[src/rftx_pkg.sv]
/*
 * Constants and types of the RF transmitter rate and frame register bank.
 * Assumes an 8-bit register port addressed at the printed byte offsets.
 */
package rftx_pkg;
   // ****************************************
   // Register map
   // ****************************************
   localparam logic [15:0] RFTX_ADDR_RATE = 16'h1830;
   localparam logic [15:0] RFTX_ADDR_FRAME = 16'h1831;
   localparam logic [15:0] RFTX_ADDR_TXPWR = 16'h1832;
   localparam logic [15:0] RFTX_ADDR_CTRL8 = 16'h1837;
   // ****************************************
   // Fields and reset values
   // ****************************************
   localparam int RFTX_SEND_BIT = 7;
   localparam int RFTX_PWR_MSB = 4;
   localparam int RFTX_RST_BIT = 0;
   localparam logic [7:0] RFTX_RATE_RST = 8'h34;
   localparam logic [7:0] RFTX_FRAME_RST = 8'h00;
   localparam logic [4:0] RFTX_PWR_RST = 5'h00;
   // ****************************************
   // Timing
   // ****************************************
   localparam int RFTX_PRESCALE = 52;
   localparam int RFTX_CNT_W = 14;

   typedef struct packed {
      logic active;
      logic bit_tick;
      logic [7:0] bit_index;
      logic [4:0] power_select;
      logic rf_module_reset;
   } rftx_tx_t;
endpackage : rftx_pkg

[src/rftx_regs.sv]
/*
 * RF transmitter register bank: bit rate divider, frame bit count,
 * transmit start and power selection, module reset strobe, bit timer.
 * Assumes clk_sys is the crystal-derived clock that sets the bit rate
 * and that the data buffer follows tx.bit_index on each tx.bit_tick.
 */
// Our own choice: strobed register access.
//
// Contract
// - Bit period is 52 times divider plus one
// - Divider accepts all values 0x00 to 0xFF
// - Divider reads back last written value
// - Power-on reset loads divider with 52
// - Frame sends frame_bit_count plus one bits
// - Zero frame_bit_count sends nothing
// - Module reset clears frame_bit_count
// - Send bit 7, bits 6:5 reserved, power 4:0
// - Send starts, ends clear it, write zero aborts
// - Module reset clears power_select to zero
// - Module reset from power-on or control write
`timescale 1ns/1ns
module rftx_regs (
   // Clock and reset
   input wire logic clk_sys,
   input wire logic rst,
   // Register port
   input wire logic [15:0] reg_addr,
   input wire logic [7:0] reg_wdata,
   input wire logic reg_wr,
   input wire logic reg_rd,
   output logic [7:0] reg_rdata,
   // Transmitter side
   output rftx_pkg::rftx_tx_t tx
);
   // ****************************************
   // State
   // ****************************************
   localparam int RFTX_CNT_W = rftx_pkg::RFTX_CNT_W;
   logic [7:0] rate_divider_r, rate_divider_nxt;
   logic [7:0] frame_bit_count_r, frame_bit_count_nxt;
   logic send_r, send_nxt;
   logic [4:0] power_select_r, power_select_nxt;
   logic rf_module_reset_r, rf_module_reset_nxt;
   logic [rftx_pkg::RFTX_CNT_W-1:0] cnt_r, cnt_nxt;
   logic [7:0] bit_index_r, bit_index_nxt;
   logic tick_r, tick_nxt;
   logic [7:0] rdata_r, rdata_nxt;
   logic [rftx_pkg::RFTX_CNT_W-1:0] reload;
   logic wr_rate, wr_frame, wr_txpwr, wr_ctrl8, mod_rst;

   function automatic logic hit(input logic [15:0] a, input logic [15:0] r);
      hit = (a == r);
   endfunction : hit

   assign wr_rate = reg_wr & hit(reg_addr, rftx_pkg::RFTX_ADDR_RATE);
   assign wr_frame = reg_wr & hit(reg_addr, rftx_pkg::RFTX_ADDR_FRAME);
   assign wr_txpwr = reg_wr & hit(reg_addr, rftx_pkg::RFTX_ADDR_TXPWR);
   assign wr_ctrl8 = reg_wr & hit(reg_addr, rftx_pkg::RFTX_ADDR_CTRL8);
   assign mod_rst = rf_module_reset_r;
   // Divide ratio minus one
   // Widest ratio, 52 times 256, still fits the bit timer
   assign reload = RFTX_CNT_W'(rftx_pkg::RFTX_PRESCALE
      * (int'(rate_divider_r) + 1) - 1);

   // ****************************************
   // Next state
   // ****************************************
   always_comb begin
      rate_divider_nxt = rate_divider_r;
      frame_bit_count_nxt = frame_bit_count_r;
      send_nxt = send_r;
      power_select_nxt = power_select_r;
      cnt_nxt = cnt_r;
      bit_index_nxt = bit_index_r;
      tick_nxt = 1'b0;
      rf_module_reset_nxt = wr_ctrl8 & reg_wdata[rftx_pkg::RFTX_RST_BIT];
      if (wr_rate) begin
         rate_divider_nxt = reg_wdata;
      end
      if (wr_frame) begin
         frame_bit_count_nxt = reg_wdata;
      end
      if (send_r) begin
         if (cnt_r == '0) begin
            cnt_nxt = reload;
            tick_nxt = 1'b1;
         end else begin
            cnt_nxt = cnt_r - 1'b1;
         end
      end
      // Count frame bits, end after the last
      if (send_r && tick_r) begin
         if (bit_index_r == frame_bit_count_r) begin
            send_nxt = 1'b0;
         end else begin
            bit_index_nxt = bit_index_r + 8'h01;
         end
      end
      if (send_r && frame_bit_count_r == 8'h00) begin
         send_nxt = 1'b0;
      end
      // Software start or abort, module reset wins
      if (wr_txpwr) begin
         power_select_nxt = reg_wdata[rftx_pkg::RFTX_PWR_MSB:0];
         send_nxt = reg_wdata[rftx_pkg::RFTX_SEND_BIT];
         if (reg_wdata[rftx_pkg::RFTX_SEND_BIT] && !send_r) begin
            cnt_nxt = reload;
            bit_index_nxt = 8'h00;
         end
      end
      if (mod_rst) begin
         frame_bit_count_nxt = rftx_pkg::RFTX_FRAME_RST;
         power_select_nxt = rftx_pkg::RFTX_PWR_RST;
         send_nxt = 1'b0;
         bit_index_nxt = 8'h00;
         tick_nxt = 1'b0;
      end
   end

   // ****************************************
   // Read path
   // ****************************************
   always_comb begin
      rdata_nxt = 8'h00;
      if (reg_rd) begin
         if (hit(reg_addr, rftx_pkg::RFTX_ADDR_RATE)) begin
            rdata_nxt = rate_divider_r;
         end else if (hit(reg_addr, rftx_pkg::RFTX_ADDR_FRAME)) begin
            rdata_nxt = frame_bit_count_r;
         end else if (hit(reg_addr, rftx_pkg::RFTX_ADDR_TXPWR)) begin
            rdata_nxt = {send_r, 2'b00, power_select_r};
         end
      end
   end

   // ****************************************
   // Registers
   // ****************************************
   always_ff @(posedge clk_sys) begin
      if (rst) begin
         rate_divider_r <= rftx_pkg::RFTX_RATE_RST;
         frame_bit_count_r <= rftx_pkg::RFTX_FRAME_RST;
         send_r <= 1'b0;
         power_select_r <= rftx_pkg::RFTX_PWR_RST;
         rf_module_reset_r <= 1'b0;
         cnt_r <= '0;
         bit_index_r <= 8'h00;
         tick_r <= 1'b0;
         rdata_r <= 8'h00;
      end else begin
         rate_divider_r <= rate_divider_nxt;
         frame_bit_count_r <= frame_bit_count_nxt;
         send_r <= send_nxt;
         power_select_r <= power_select_nxt;
         rf_module_reset_r <= rf_module_reset_nxt;
         cnt_r <= cnt_nxt;
         bit_index_r <= bit_index_nxt;
         tick_r <= tick_nxt;
         rdata_r <= rdata_nxt;
      end
   end

   assign reg_rdata = rdata_r;
   assign tx.active = send_r;
   assign tx.bit_tick = tick_r;
   assign tx.bit_index = bit_index_r;
   assign tx.power_select = power_select_r;
   assign tx.rf_module_reset = rf_module_reset_r | rst;
endmodule : rftx_regs

[config.mk]
export PLATFORM = sky130hd
export DESIGN_NAME = rftx_regs
export DESIGN_NICKNAME = d
export VERILOG_FILES = /design/src/rftx_pkg.sv /design/src/rftx_regs.sv
export SDC_FILE = /design/constraint.sdc
export NUM_CORES = 1
export LEC_CHECK = 0
export ABC_CLOCK_PERIOD_IN_PS = 9200
export BUFFER_PORTS_ARGS = -buffer_cell sky130_fd_sc_hd__buf_2
export CORE_MARGIN = 5
export CORE_UTILIZATION = 40
export DETAILED_ROUTE_END_ITERATION = 12
export PLACE_DENSITY = 0.58
export SYNTH_ARGS = -nofsm -noshare
export SYNTH_HDL_FRONTEND = slang
export SYNTH_SLANG_ARGS = --single-unit
[constraint.sdc]
create_clock -name clk_sys -period 9.2 [get_ports clk_sys]
set_input_delay 1.84 -clock clk_sys [delete_from_list [all_inputs] [get_ports clk_sys]]
set_output_delay 1.84 -clock clk_sys [all_outputs]
set_load 0.05 [all_outputs]
-- Yosys cells after proc, flatten, opt, wreduce, memory -nomap -nowiden
Index checks and enable logic that the tools add are counted.
- input port bits: 28
- register bits after elaboration: 54
- word-level logic and storage cells: 55
- bitwise logic cells: 8
- $mul: 1
- reduce and logical (&&, ||, !) cells: 12
- multiplexer cells: 16
- eq/ne operators: 5
- $add $sub $neg: 4
- operator list (kind ; count):
    $eq A16 B13 Y1 const B ; 4
    $mux W14 ; 4
    $mux W8 ; 7
    $sub A14 B1 Y14 const B ; 2
    $logic_not A14 Y1 ; 1
    $mul A4 B9 Y12 const A ; 1
    $add A8 B1 Y9 const B ; 1
    $add A8 B1 Y8 const B ; 1
    $eq A8 B8 Y1 ; 1
    $logic_not A8 Y1 ; 1
    $reduce_bool A3 Y1 ; 2
    $and A1 B1 Y1 ; 5
    $mux W1 ; 5
    $reduce_or A2 Y1 ; 2
    $logic_and A1 B1 Y1 ; 3
    $reduce_or A3 Y1 ; 1
    $not A1 Y1 ; 2
    $reduce_and A2 Y1 ; 1
    $logic_not A1 Y1 ; 1
    $or A1 B1 Y1 ; 1

-- Longest topological paths before layout
Gate-level depths: netlist of the first run.
- word-level depth: 7
- mapped depth: 16

-- Least setup slack after synthesis of the first run
OpenSTA, ideal clock, no wires.
- path type: input -> output
- from: input port rst
- to: output port tx[0] in the netlist's numbering
- stages: 3
- buffers on the path: 2
- data arrival time: 2.780 ns
- path slack: 4.580 ns
- cells stage by stage: or2_2 -> clkbuf_1 -> clkbuf_1
- RTL lines (what ; line ; RTL):
    start, declared ; rftx_regs.sv:25 ; input wire logic rst,
    end, declared ; rftx_regs.sv:33 ; output rftx_pkg::rftx_tx_t tx

==> insert_results.sql, run 1 <==
INSERT INTO impl_metrics (metric_group, metric, value, unit) VALUES
('power_and_ir_drop', 'power', '382', 'uW'),
('floorplanning', 'start_util', '0.407', ''),
('run_status', 'outcome', 'completed', ''),
('global_routing', 'grt_start_max_net_pins', '26', ''),
('power_and_ir_drop', 'leakagePower', '1.75', 'nW'),
('routing', 'routed_via_count', '3108', ''),
('worst_setup_path', 'endpoint', 'tx[0]', ''),
('logic_synthesis', 'ys_flop_type', 'dfxtp_1', ''),
('routing', 'route.antenna.remaining_nets', '0', ''),
('global_routing', 'grt.met1_usage', '0.208', ''),
('routing', 'routed_wirelength', '8.61', 'mm'),
('global_routing', 'antenna_found_initial', '0', ''),
('clock_tree', 'clkSlewWorstSetupHoldPaths', '0.09', 'ns'),
('routing', 'detail_route.first_pass.iterations', '4', ''),
('floorplanning', 'die_width', '104', 'um'),
('clock_tree', 'clk-insertion-delay-late', '0.31', 'ns'),
('floorplanning', 'die_area', '10800', 'sq um'),
('clock_tree', 'cts.repair_timing.setup_buffer_count', '0', ''),
('clock_tree', 'cts_hold_repair.buffers', '0', ''),
('layout', 'final-instance-count-excl-fill', '575', ''),
('timing', 'fmax', '207', 'MHz'),
('logic_synthesis', 'synth.yosys.warnings', '0', ''),
('floorplanning', 'die_h', '104', 'um'),
('timing', 'period_share', '0.525', ''),
('global_routing', 'use_met2', '0.258', ''),
('power_and_ir_drop', 'peak_supply_drop', '0.0000704', 'V'),
('layout', 'drive_above_1_share', '0.150', ''),
('worst_setup_path', 'regToRegStartpoint', 'rate_divider_r[0]', ''),
('power_and_ir_drop', 'p_per_area', '97.0', 'nW/um^2'),
('worst_setup_path', 'worst_reg2reg_endpoint', 'cnt_r[13]', ''),
('routing', 'post_drt_via_cell_ratio', '5.41', ''),
('timing', 'tightest_slew', '0.988', 'ns'),
('placed_design', 'numPortBuffers', '51', ''),
('timing', 'finalClockSkew', '0.00870', 'ns'),
('layout', 'final_net_count', '524', ''),
('run', 'max_cap_viol_count', '0', ''),
('clock_tree', 'tritoncts_clock_tree', 'yes', ''),
('clock_tree', 'clockBufferDepth', '2', ''),
('min_path', 'worstHoldPathType', 'flip-flop to flip-flop', ''),
('worst_setup_path', 'worst_r2r_path_depth', '15', ''),
('global_routing', 'grt_usage', '0.159', ''),
('timing', 'period_minus_slack', '4.83', 'ns'),
('placed_design', 'postPlaceCellArea', '3850', 'sq um'),
('global_routing', 'groute.layer.met3.usage', '0.0329', ''),
('timing', 'timing.final.max_slew_violations', '0', ''),
('layout', 'antennaDiodeCount', '0', ''),
('floorplanning', 'coreArea', '8680', 'sq um'),
('layout', 'layout.cell_area.non_filler', '3940', 'sq um'),
('logic_synthesis', 'netlist_instances', '426', ''),
('logic_synthesis', 'postSynthRegisterBits', '54', ''),
('global_routing', 'globalRouteOverflowTotal', '0', ''),
('logic_synthesis', 'postSynthNetCount', '483', ''),
('clock_tree', 'h-tree-depth', '2', ''),
('routing', 'drc', '0', ''),
('timing', 'max-slew-margin-rel', '0.336', ''),
('logic_synthesis', 'synth-edff-count', '0', ''),
('worst_setup_path', 'critical_path_source_type', 'input port', ''),
('logic_synthesis', 'synth.cell_area', '3540', 'sq um'),
('clock_tree', 'post_cts_resized', '0', ''),
('worst_setup_path', 'setup.worst_path.end_class', 'primary output', ''),
('worst_setup_path', 'register_to_register_setup_slack', '4.54', 'ns'),
('global_routing', 'first_global_vias', '3058', ''),
('clock_tree', 'cts_buffers', '5', ''),
('worst_setup_path', 'critPathLaunch', 'rst', ''),
('clock_tree', 'cts.root.buffer_cell', 'clkbuf_8', ''),
('routing', 'first_iter_violations', '117', ''),
('placed_design', 'dp.final_hpwl', '6.69', 'mm'),
('timing', 'setup_viol', '0', ''),
('placed_design', 'dp.cells', '568', ''),
('timing', 'rsz_0062_raised_after_global_routing', 'false', ''),
('logic_synthesis', 'ys_types', '55', '');
[state kept, by name, summed over array words and instances, names as in the netlist]
name,count
cnt_r,14
send_r,1
reg_rdata,8
rate_divider_r,8
bit_index_r,8
power_select_r,5
mod_rst,1
frame_bit_count_r,8
tick_r,1
[cells in the final DEF (no fill, tap or decap), types with 3 or more instances in the layout]
cell / synthesis / layout
nand3_1: 31 / 31
a21oi_1: 27 / 27
fa_1: 5 / 5
nand2_1: 28 / 28
a211oi_1: 6 / 6
xor2_1: 28 / 28
mux2i_1: 10 / 10
clkbuf_8: 0 / 5
nand2b_1: 3 / 3
nor2_1: 46 / 46
a21o_1: 3 / 3
or2_2: 4 / 4
nand4_1: 8 / 8
a222oi_1: 6 / 6
o21ai_0: 5 / 5
inv_1: 33 / 33
nor3_1: 12 / 12
and3_1: 6 / 6
nor4_1: 10 / 10
dfxtp_1: 54 / 54
xnor2_1: 24 / 24
ha_1: 24 / 24
buf_2: 2 / 51
[layer usage]
layer / part of all wire / vias to the layer above
met5: 0 / -
met4: 0.024 / 0
met3: 0.051 / 16
met2: 0.45 / 77
met1: 0.47 / 1443
li1: - / 1572
[cells by family (layout without fill, tap and decap cells)]
kind of cell / after synthesis / count (layout) / synth area share
buffers and inverters: 50 / 91 / 0.0559
XOR/XNOR: 52 / 52 / 0.129
AND/OR/NAND/NOR: 164 / 164 / 0.232
multiplexers: 10 / 10 / 0.0283
flip-flops: 54 / 54 / 0.306
AO/OA/AOI/OAI: 67 / 67 / 0.136
adder cells (fa/ha/maj): 29 / 29 / 0.113
[Yosys cell counts (3+ instances only)]
cell      instances  area, sq um
dfxtp_1          54         1080
nor2_1           46          173
inv_1            33          124
nand3_1          31          155
nand2_1          28          105
xor2_1           28          245
a21oi_1          27          135
ha_1             24          300
xnor2_1          24          210
clkbuf_1         13         48.8
nor3_1           12         60.1
mux2i_1          10          100
nor4_1           10         62.6
nand4_1           8         50.1
a211oi_1          6         45.0
a222oi_1          6         60.1
and3_1            6         37.5
fa_1              5          100
o21ai_0           5         25.0
or2_2             4         25.0
a21o_1            3         22.5
nand2b_1          3         18.8
[final cells by class]
type | count | area [sq um]
clock inverter | 2 | 15.0
clock buffer | 5 | 68.8
fill | 911 | 4740
tap | 108 | 135
timing repair buffer | 51 | 255
inverter | 33 | 124
multi-input combinational | 322 | 2260
sequential | 54 | 1080
[per-stage QoR]
step | worst slack (ns) | util
2_1_floorplan | 4.58 | -
6_report | 4.37 | 0.454
5_1_grt | 4.18 | 0.454
3_5_place_dp | 4.39 | 0.444
4_1_cts | 4.39 | 0.454
3_3_place_gp | 4.42 | 0.444
[power breakdown]
group	leakage [nW]	total (mW)	switching, mW	internal [mW]
clock network	0.0362	0.132	0.0799	0.0522
logic	1.28	0.0161	0.0104	0.00569
registers	0.435	0.234	0.00000237	0.234
total	1.75	0.382	0.0903	0.291
[how the worst min path moves through the flow]
| stage | from | end | cells after the start |
|---|---|---|---|
| final | power_select_r[4] | power_select_r[4] | 2 |
| after CTS | power_select_r[4] | power_select_r[4] | 2 |
| after global placement | power_select_r[1] | power_select_r[1] | 2 |
| after global routing | power_select_r[2] | power_select_r[2] | 2 |
| after detailed placement | power_select_r[4] | power_select_r[4] | 2 |
| after floorplan | rate_divider_r[6] | rate_divider_r[6] | 2 |
[critical path: stages]
cell	delay (ns)
buf_2	0.36
or2_2	0.44
buf_2	0.34
(Power assumes the default switching activity.)
==> run 2, diff against run 1 <==
--- a/config.mk
+++ b/config.mk
@@ -5,7 +5,8 @@
 export SDC_FILE = /design/constraint.sdc
 export NUM_CORES = 1
 export LEC_CHECK = 0
-export ABC_CLOCK_PERIOD_IN_PS = 9200
+export ABC_AREA = 1
+export ABC_CLOCK_PERIOD_IN_PS = 4800
 export BUFFER_PORTS_ARGS = -buffer_cell sky130_fd_sc_hd__buf_2
 export CORE_MARGIN = 5
 export CORE_UTILIZATION = 40
==> constraint.sdc (replaced) <==
create_clock -name clk_sys -period 4.8 [get_ports clk_sys]
set_input_delay 0.96 -clock clk_sys [delete_from_list [all_inputs] [get_ports clk_sys]]
set_output_delay 0.96 -clock clk_sys [all_outputs]
set_load 0.05 [all_outputs]
==> insert_results.sql, run 2 <==
INSERT INTO impl_metrics (metric_group, metric, value, unit) VALUES
('layout', 'final-instance-count-excl-fill', '755', ''),
('logic_synthesis', 'synth_top_area_frac', '0.275', ''),
('worst_setup_path', 'worst_ep_arrival_time', '4.15', 'ns'),
('worst_setup_path', 'setup.worst_path.end_class', 'flip-flop', ''),
('logic_synthesis', 'synth_most_common_cell', 'nand2_1', ''),
('floorplanning', 'die_area', '11900', 'sq um'),
('logic_synthesis', 'postSynth.asyncResetShare', '0', ''),
('routing', 'routed_via_count', '3685', ''),
('timing', 'fmax', '257', 'MHz'),
('logic_synthesis', 'synth.avg_cell_area', '6.84', 'sq um'),
('min_path', 'worstHoldPathType', 'flip-flop to flip-flop', ''),
('clock_tree', 'cts.repair_timing.setup_buffer_count', '0', ''),
('worst_setup_path', 'crit_chain', 'ha_1 -> nand3_1 -> nor3_1 -> xor2_1 -> inv_1 -> fa_1 -> inv_1 -> ha_1 -> nand2_1 -> nor2_1 -> nand2_1 -> nand3_1 -> nand2_1 -> nand2_1 -> nor2_2 -> xor2_1 -> nand2_1 -> nand2_1 -> inv_1 -> nor2_1', ''),
('clock_tree', 'cts_hold_repair.buffers', '0', ''),
('worst_setup_path', 'regToRegStartpoint', 'rate_divider_r[0]', ''),
('logic_synthesis', 'ys_types', '38', ''),
('floorplanning', 'die_h', '109', 'um'),
('logic_synthesis', 'netlist_instances', '574', ''),
('timing', 'period_share', '0.812', ''),
('run', 'max_cap_viol_count', '0', ''),
('logic_synthesis', 'post_synth_most_frequent_cells', '111 x nand2_1, 98 x inv_1, 67 x nor2_1, 54 x dfxtp_1, 41 x nand3_1', ''),
('floorplanning', 'design.portCount', '52', ''),
('logic_synthesis', 'synth_seq_area_share', '0.275', ''),
('layout', 'drive_above_1_share', '0.124', ''),
('worst_setup_path', 'path_buf_inv', '3', ''),
('timing', 'timing.final.max_slew_violations', '0', ''),
('floorplanning', 'die_width', '109', 'um'),
('logic_synthesis', 'synthTopCellsByArea', 'dfxtp_1 28%, nand2_1 11%, inv_1 9.4%, ha_1 7.7%, xor2_1 6.5%', ''),
('layout', 'registers.top_by_ff_count', 'cnt_r', ''),
('timing', 'max-slew-margin-rel', '0.554', ''),
('logic_synthesis', 'synth-edff-count', '0', ''),
('routing', 'first_iter_violations', '146', ''),
('layout', 'antennaDiodeCount', '0', ''),
('worst_setup_path', 'cp_max_fo', '8', ''),
('logic_synthesis', 'synth.yosys.warnings', '0', ''),
('timing', 'report.final.hold_viol_count', '0', ''),
('min_path', 'min_from', 'frame_bit_count_r[7]', ''),
('layout', 'mostFrequentLayoutCells', '111 x nand2_1, 98 x inv_1, 67 x nor2_1, 54 x dfxtp_1, 51 x buf_2', ''),
('global_routing', 'first_global_vias', '3507', ''),
('placed_design', 'dp.cells', '747', ''),
('timing', 'setup_viol', '0', ''),
('global_routing', 'grt_start_max_net_pins', '18', ''),
('logic_synthesis', 'postSynthRegisterBits', '54', ''),
('routing', 'wire_per_inst', '12.8', 'um'),
('clock_tree', 'clk-insertion-delay-late', '0.31', 'ns'),
('timing', 'fin_worst_hold_slack', '0.502', 'ns'),
('worst_setup_path', 'timing.critical_path.max_delay_family', 'simple AND/OR/NAND/NOR gates', ''),
('placed_design', 'dp.final_hpwl', '7.97', 'mm'),
('worst_setup_path', 'critical_path_source_type', 'flip-flop', ''),
('floorplanning', 'start_util', '0.405', ''),
('worst_setup_path', 'worst_path_max_stage_delay', '0.53', 'ns'),
('clock_tree', 'tritoncts_clock_tree', 'yes', ''),
('global_routing', 'grt_pass1_wl', '16.2', 'mm'),
('timing', 'fin_setup_tns', '0', 'ns'),
('clock_tree', 'cts_buffers', '5', ''),
('power_and_ir_drop', 'peak_supply_drop', '0.000138', 'V'),
('layout', 'final_net_count', '678', ''),
('worst_setup_path', 'path_common_cell', 'nand2_1', ''),
('worst_setup_path', 'cpMaxStageDelayCell', 'fa_1', ''),
('timing', 'period_minus_slack', '3.90', 'ns'),
('clock_tree', 'numClockSinks', '54', ''),
('placed_design', 'gp_congestion', '0.884', ''),
('worst_setup_path', 'critPathLaunch', 'rate_divider_r[0]', ''),
('clock_tree', 'cts.root.buffer_cell', 'clkbuf_8', ''),
('placed_design', 'pre_cts_ws', '0.902', 'ns'),
('logic_synthesis', 'ys_flop_type', 'dfxtp_1', ''),
('floorplanning', 'fp-row-count', '36', ''),
('run_status', 'outcome', 'completed', ''),
('logic_synthesis', 'postSynthNetCount', '631', ''),
('power_and_ir_drop', 'leakagePower', '2.09', 'nW'),
('clock_tree', 'post_cts_resized', '0', ''),
('layout', 'area_growth_syn_to_layout', '11.9', '%'),
('layout', 'layout.cells.most_common', 'nand2_1', ''),
('clock_tree', 'clockBufferDepth', '2', ''),
('routing', 'drc', '0', ''),
('routing', 'detail_route.first_pass.iterations', '5', ''),
('timing', 'post-route-worst-setup-slack', '0.902', 'ns'),
('worst_setup_path', 'cp_data_required_time', '5.06', 'ns'),
('placed_design', 'numPortBuffers', '51', ''),
('power_and_ir_drop', 'power', '796', 'uW'),
('timing', 'rsz_0062_raised_after_global_routing', 'false', ''),
('routing', 'route.antenna.remaining_nets', '0', ''),
('timing', 'tightest_slew', '0.668', 'ns'),
('layout', 'largest_register_ffs', '14', ''),
('clock_tree', 'h-tree-depth', '2', ''),
('global_routing', 'antenna_found_initial', '0', ''),
('global_routing', 'grt_usage', '0.170', ''),
('logic_synthesis', 'synth.cell_area', '3930', 'sq um'),
('clock_tree', 'clkSlewWorstSetupHoldPaths', '0.10', 'ns'),
('power_and_ir_drop', 'p_per_area', '181', 'nW/um^2'),
('timing', 'finalClockSkew', '0.0101', 'ns'),
('global_routing', 'globalRouteOverflowTotal', '0', ''),
('worst_setup_path', 'worst-setup-path-type', 'flip-flop to flip-flop', ''),
('floorplanning', 'coreArea', '9680', 'sq um'),
('layout', 'fill_cell_instance_count_of_the_final_layout', '1039', ''),
('routing', 'post_drt_via_cell_ratio', '4.88', ''),
('routing', 'routed_wirelength', '9.65', 'mm'),
('logic_synthesis', 'synthDominantAreaCellType', 'dfxtp_1', '');
run 2: path summary, 6_finish.rpt:
kind                     endpoint  slack, ns  depth (start not counted)
max                     cnt_r[11]       0.90                         20
min          frame_bit_count_r[7]       0.50                          2
max reg2reg             cnt_r[11]       0.90                         20
min reg2reg  frame_bit_count_r[7]       0.50                          2
run 2: area by class of cell:
class / count / area (sq um) / share of cell area
flip-flops and latches: 54 / 1080 / 0.246
repair buffers: 51 / 255 / 0.0581
clock buffers: 5 / 68.8 / 0.0157
clock inverters: 3 / 43.8 / 0.00997
inverters: 99 / 372 / 0.0846
multi-input cells: 410 / 2410 / 0.548
well taps: 133 / 166 / 0.0379
run 2: worst register-to-register path: stages, from the launching register on:
cell     delay, ns
dfxtp_1       0.49
ha_1          0.36
nand3_1       0.19
nor3_1        0.27
xor2_1        0.27
inv_1         0.10
fa_1          0.53
inv_1         0.04
ha_1          0.37
nand2_1       0.16
nor2_1        0.06
nand2_1       0.11
nand3_1       0.11
nand2_1       0.07
nand2_1       0.09
nor2_2        0.17
xor2_1        0.21
nand2_1       0.07
nand2_1       0.07
inv_1         0.03
nor2_1        0.07
run 2: cell families after synthesis:
logic type      synth area share
compound gates             0.108
fa+ha+maj                  0.102
simple gates               0.311
xor+xnor                  0.0915
buf+inv                    0.112
flops                      0.275
run 2: per-layer routing:
layer	vias to the layer above	global-route usage	wire length, um
met5	-	0	0
met4	0	0.0298	94
met3	11	0.0249	461
met2	92	0.285	4430
met1	1647	0.233	4660
li1	1935	-	-
run 2: where the power goes:
group	internal, mW	total (mW)	switching (mW)
Combinational	0.0117	0.0349	0.0232
Clock	0.157	0.313	0.157
Sequential	0.448	0.448	0.00000471
run 2: per-stage QoR:
| stage | util | area [sq um] |
|---|---|---|
| after floorplan | - | 3930 |
| after global placement | 0.442 | 4280 |
| after detailed placement | 0.442 | 4280 |
| after CTS | 0.454 | 4390 |
| after global routing | 0.454 | 4390 |
| final | 0.454 | 4390 |
==> run 3, diff against run 2 <==
--- a/config.mk
+++ b/config.mk
@@ -6,7 +6,7 @@
 export NUM_CORES = 1
 export LEC_CHECK = 0
 export ABC_AREA = 1
-export ABC_CLOCK_PERIOD_IN_PS = 4800
+export ABC_CLOCK_PERIOD_IN_PS = 3700
 export BUFFER_PORTS_ARGS = -buffer_cell sky130_fd_sc_hd__buf_2
 export CORE_MARGIN = 5
 export CORE_UTILIZATION = 40
==> constraint.sdc (replaced) <==
create_clock -name clk_sys -period 3.7 [get_ports clk_sys]
set_input_delay 0.74 -clock clk_sys [delete_from_list [all_inputs] [get_ports clk_sys]]
set_output_delay 0.74 -clock clk_sys [all_outputs]
set_load 0.05 [all_outputs]
==> insert_results.sql, run 3 (synthesis results as in run 2) <==
INSERT INTO impl_metrics (metric_group, metric, value, unit) VALUES
('clock_tree', 'h-tree-depth', '2', ''),
('layout', 'registers.top_by_ff_count', 'cnt_r', ''),
('timing', 'fmax', '295', 'MHz'),
('worst_setup_path', 'cpMaxStageDelayCell', 'fa_1', ''),
('worst_setup_path', 'cp_data_required_time', '3.95', 'ns'),
('power_and_ir_drop', 'peak_supply_drop', '0.000151', 'V'),
('power_and_ir_drop', 'leakagePower', '2.11', 'nW'),
('floorplanning', 'coreArea', '9680', 'sq um'),
('clock_tree', 'tritoncts_clock_tree', 'yes', ''),
('routing', 'detail_route.first_pass.iterations', '5', ''),
('clock_tree', 'numClockSinks', '54', ''),
('clock_tree', 'clkSlewWorstSetupHoldPaths', '0.11', 'ns'),
('timing', 'max-slew-margin-rel', '0.558', ''),
('worst_setup_path', 'worst_reg2reg_endpoint', 'cnt_r[11]', ''),
('layout', 'layout.cell_area.non_filler', '4550', 'sq um'),
('worst_setup_path', 'cp_max_fo', '5', ''),
('floorplanning', 'start_util', '0.405', ''),
('global_routing', 'grt_usage', '0.173', ''),
('layout', 'largest_register_ffs', '14', ''),
('clock_tree', 'cts.root.buffer_cell', 'clkbuf_8', ''),
('worst_setup_path', 'worst_ep_arrival_time', '3.65', 'ns'),
('clock_tree', 'clockBufferDepth', '2', ''),
('timing', 'tightest_slew', '0.662', 'ns'),
('worst_setup_path', 'path_buf_inv', '3', ''),
('timing', 'timing.final.max_slew_violations', '0', ''),
('worst_setup_path', 'timing.critical_path.max_delay_family', 'adder cells', ''),
('routing', 'routed_via_count', '3643', ''),
('routing', 'routed_wirelength', '9.84', 'mm'),
('worst_setup_path', 'register_to_register_setup_slack', '0.31', 'ns'),
('run', 'max_cap_viol_count', '0', ''),
('routing', 'wire_per_inst', '12.9', 'um'),
('routing', 'post_drt_via_cell_ratio', '4.78', ''),
('routing', 'route.antenna.remaining_nets', '0', ''),
('worst_setup_path', 'worst_path_max_stage_delay', '0.60', 'ns'),
('worst_setup_path', 'crit_chain', 'ha_2 -> buf_4 -> xor2_1 -> ha_1 -> ha_4 -> xor2_2 -> inv_1 -> fa_1 -> nand4_1 -> nor2_2 -> nand3_2 -> nor2_2 -> xor2_1 -> nand2_1 -> nand2_1 -> inv_1 -> nor2_1', ''),
('global_routing', 'first_global_vias', '3555', ''),
('floorplanning', 'die_h', '109', 'um'),
('worst_setup_path', 'critical_path_source_type', 'flip-flop', ''),
('timing', 'setup_viol', '0', ''),
('layout', 'final-instance-count-excl-fill', '762', ''),
('placed_design', 'postPlaceCellArea', '4320', 'sq um'),
('worst_setup_path', 'endpoint', 'cnt_r[11]', ''),
('placed_design', 'dp.cells', '752', ''),
('placed_design', 'numPortBuffers', '51', ''),
('worst_setup_path', 'cp_num_cells', '17', ''),
('timing', 'post-route-worst-setup-slack', '0.306', 'ns'),
('placed_design', 'pre_cts_ws', '-0.0309', 'ns'),
('placed_design', 'dp.final_hpwl', '8.12', 'mm'),
('global_routing', 'antenna_found_initial', '0', ''),
('worst_setup_path', 'worst_r2r_path_depth', '17', ''),
('routing', 'first_iter_violations', '155', ''),
('worst_setup_path', 'critPathLaunch', 'rate_divider_r[0]', ''),
('layout', 'sequential_standard_cell_area', '1090', 'sq um'),
('layout', 'mostFrequentLayoutCells', '111 x nand2_1, 98 x inv_1, 65 x nor2_1, 51 x buf_2, 50 x dfxtp_1', ''),
('run_status', 'outcome', 'completed', ''),
('layout', 'final_net_count', '685', ''),
('routing', 'drc', '0', ''),
('layout', 'layout.cells.most_common', 'nand2_1', ''),
('placed_design', 'gp_congestion', '0.873', ''),
('worst_setup_path', 'regToRegStartpoint', 'rate_divider_r[0]', ''),
('floorplanning', 'die_width', '109', 'um'),
('floorplanning', 'design.portCount', '52', ''),
('layout', 'antennaDiodeCount', '0', ''),
('timing', 'finalClockSkew', '0.00864', 'ns'),
('clock_tree', 'clk-insertion-delay-late', '0.32', 'ns'),
('power_and_ir_drop', 'power', '972', 'uW'),
('floorplanning', 'die_area', '11900', 'sq um'),
('global_routing', 'grt_start_max_net_pins', '19', ''),
('floorplanning', 'fp-row-count', '36', ''),
('timing', 'report.final.hold_viol_count', '0', ''),
('min_path', 'worstHoldPathType', 'flip-flop to flip-flop', ''),
('layout', 'area_growth_syn_to_layout', '15.9', '%'),
('layout', 'drive_above_1_share', '0.167', ''),
('worst_setup_path', 'worst-setup-path-type', 'flip-flop to flip-flop', ''),
('timing', 'period_share', '0.917', ''),
('layout', 'fill_cell_instance_count_of_the_final_layout', '1023', ''),
('clock_tree', 'cts_buffers', '5', ''),
('global_routing', 'grt_pass1_wl', '16.5', 'mm'),
('timing', 'fin_setup_tns', '0', 'ns'),
('timing', 'period_minus_slack', '3.39', 'ns'),
('worst_setup_path', 'setup.worst_path.end_class', 'flip-flop', ''),
('layout', 'multi_input_comb_area', '2520', 'sq um'),
('power_and_ir_drop', 'p_per_area', '214', 'nW/um^2'),
('global_routing', 'globalRouteOverflowTotal', '0', '');
==> run 3: worst min-delay path by stage <==
stage                            to                  from  cells after the start  slack, ns
2_1_floorplan  frame_bit_count_r[4]  frame_bit_count_r[4]                      2       0.46
3_3_place_gp      power_select_r[1]     power_select_r[1]                      2       0.48
3_5_place_dp   frame_bit_count_r[7]  frame_bit_count_r[7]                      2       0.49
4_1_cts        frame_bit_count_r[7]  frame_bit_count_r[7]                      2       0.50
5_1_grt        frame_bit_count_r[7]  frame_bit_count_r[7]                      2       0.53
6_report       frame_bit_count_r[7]  frame_bit_count_r[7]                      2       0.50
==> run 3: routing by layer <==
layer,vias up,GRT usage,part of all wire
li1,1938,-,-
met1,1627,0.237,0.48
met5,-,0,0
met3,6,0.0272,0.044
met2,72,0.286,0.47
met4,0,0.0424,0.0080
==> run 3: metrics by stage <==
step	hold slack (ns)	util
detailed placement	0.486	0.446
global placement	0.485	0.446
global route	0.531	0.470
floorplan	0.461	-
finish	0.500	0.470
CTS	0.501	0.456
==> run 3: cell type report <==
cell class              count  area share
well taps                 133      0.0366
flip-flops and latches     54       0.240
clock buffers               5      0.0151
clock inverters             3     0.00522
multi-input cells         410       0.553
inverters                  99      0.0817
repair buffers             58      0.0676
==> run 3: worst min-delay path, delay by kind of cell, from the launching register on <==
kind            cells  cell delay [ns]
compound gates      1             0.05
flops               1             0.36
buf+inv             1             0.06
==> run 3: report_power, final <==
| part | internal (mW) | switching [mW] |
|---|---|---|
| Clock | 0.136 | 0.212 |
| Combinational | 0.0158 | 0.0298 |
| Sequential | 0.579 | 0.00000629 |
==> run 3: timing repair <==
item / in CTS / in global routing
hold buffers: 0 / 0
gates resized for setup: 1 / 26
setup endpoints to repair: 1 / 3
setup buffers: 0 / 2
pin swaps: 0 / 6
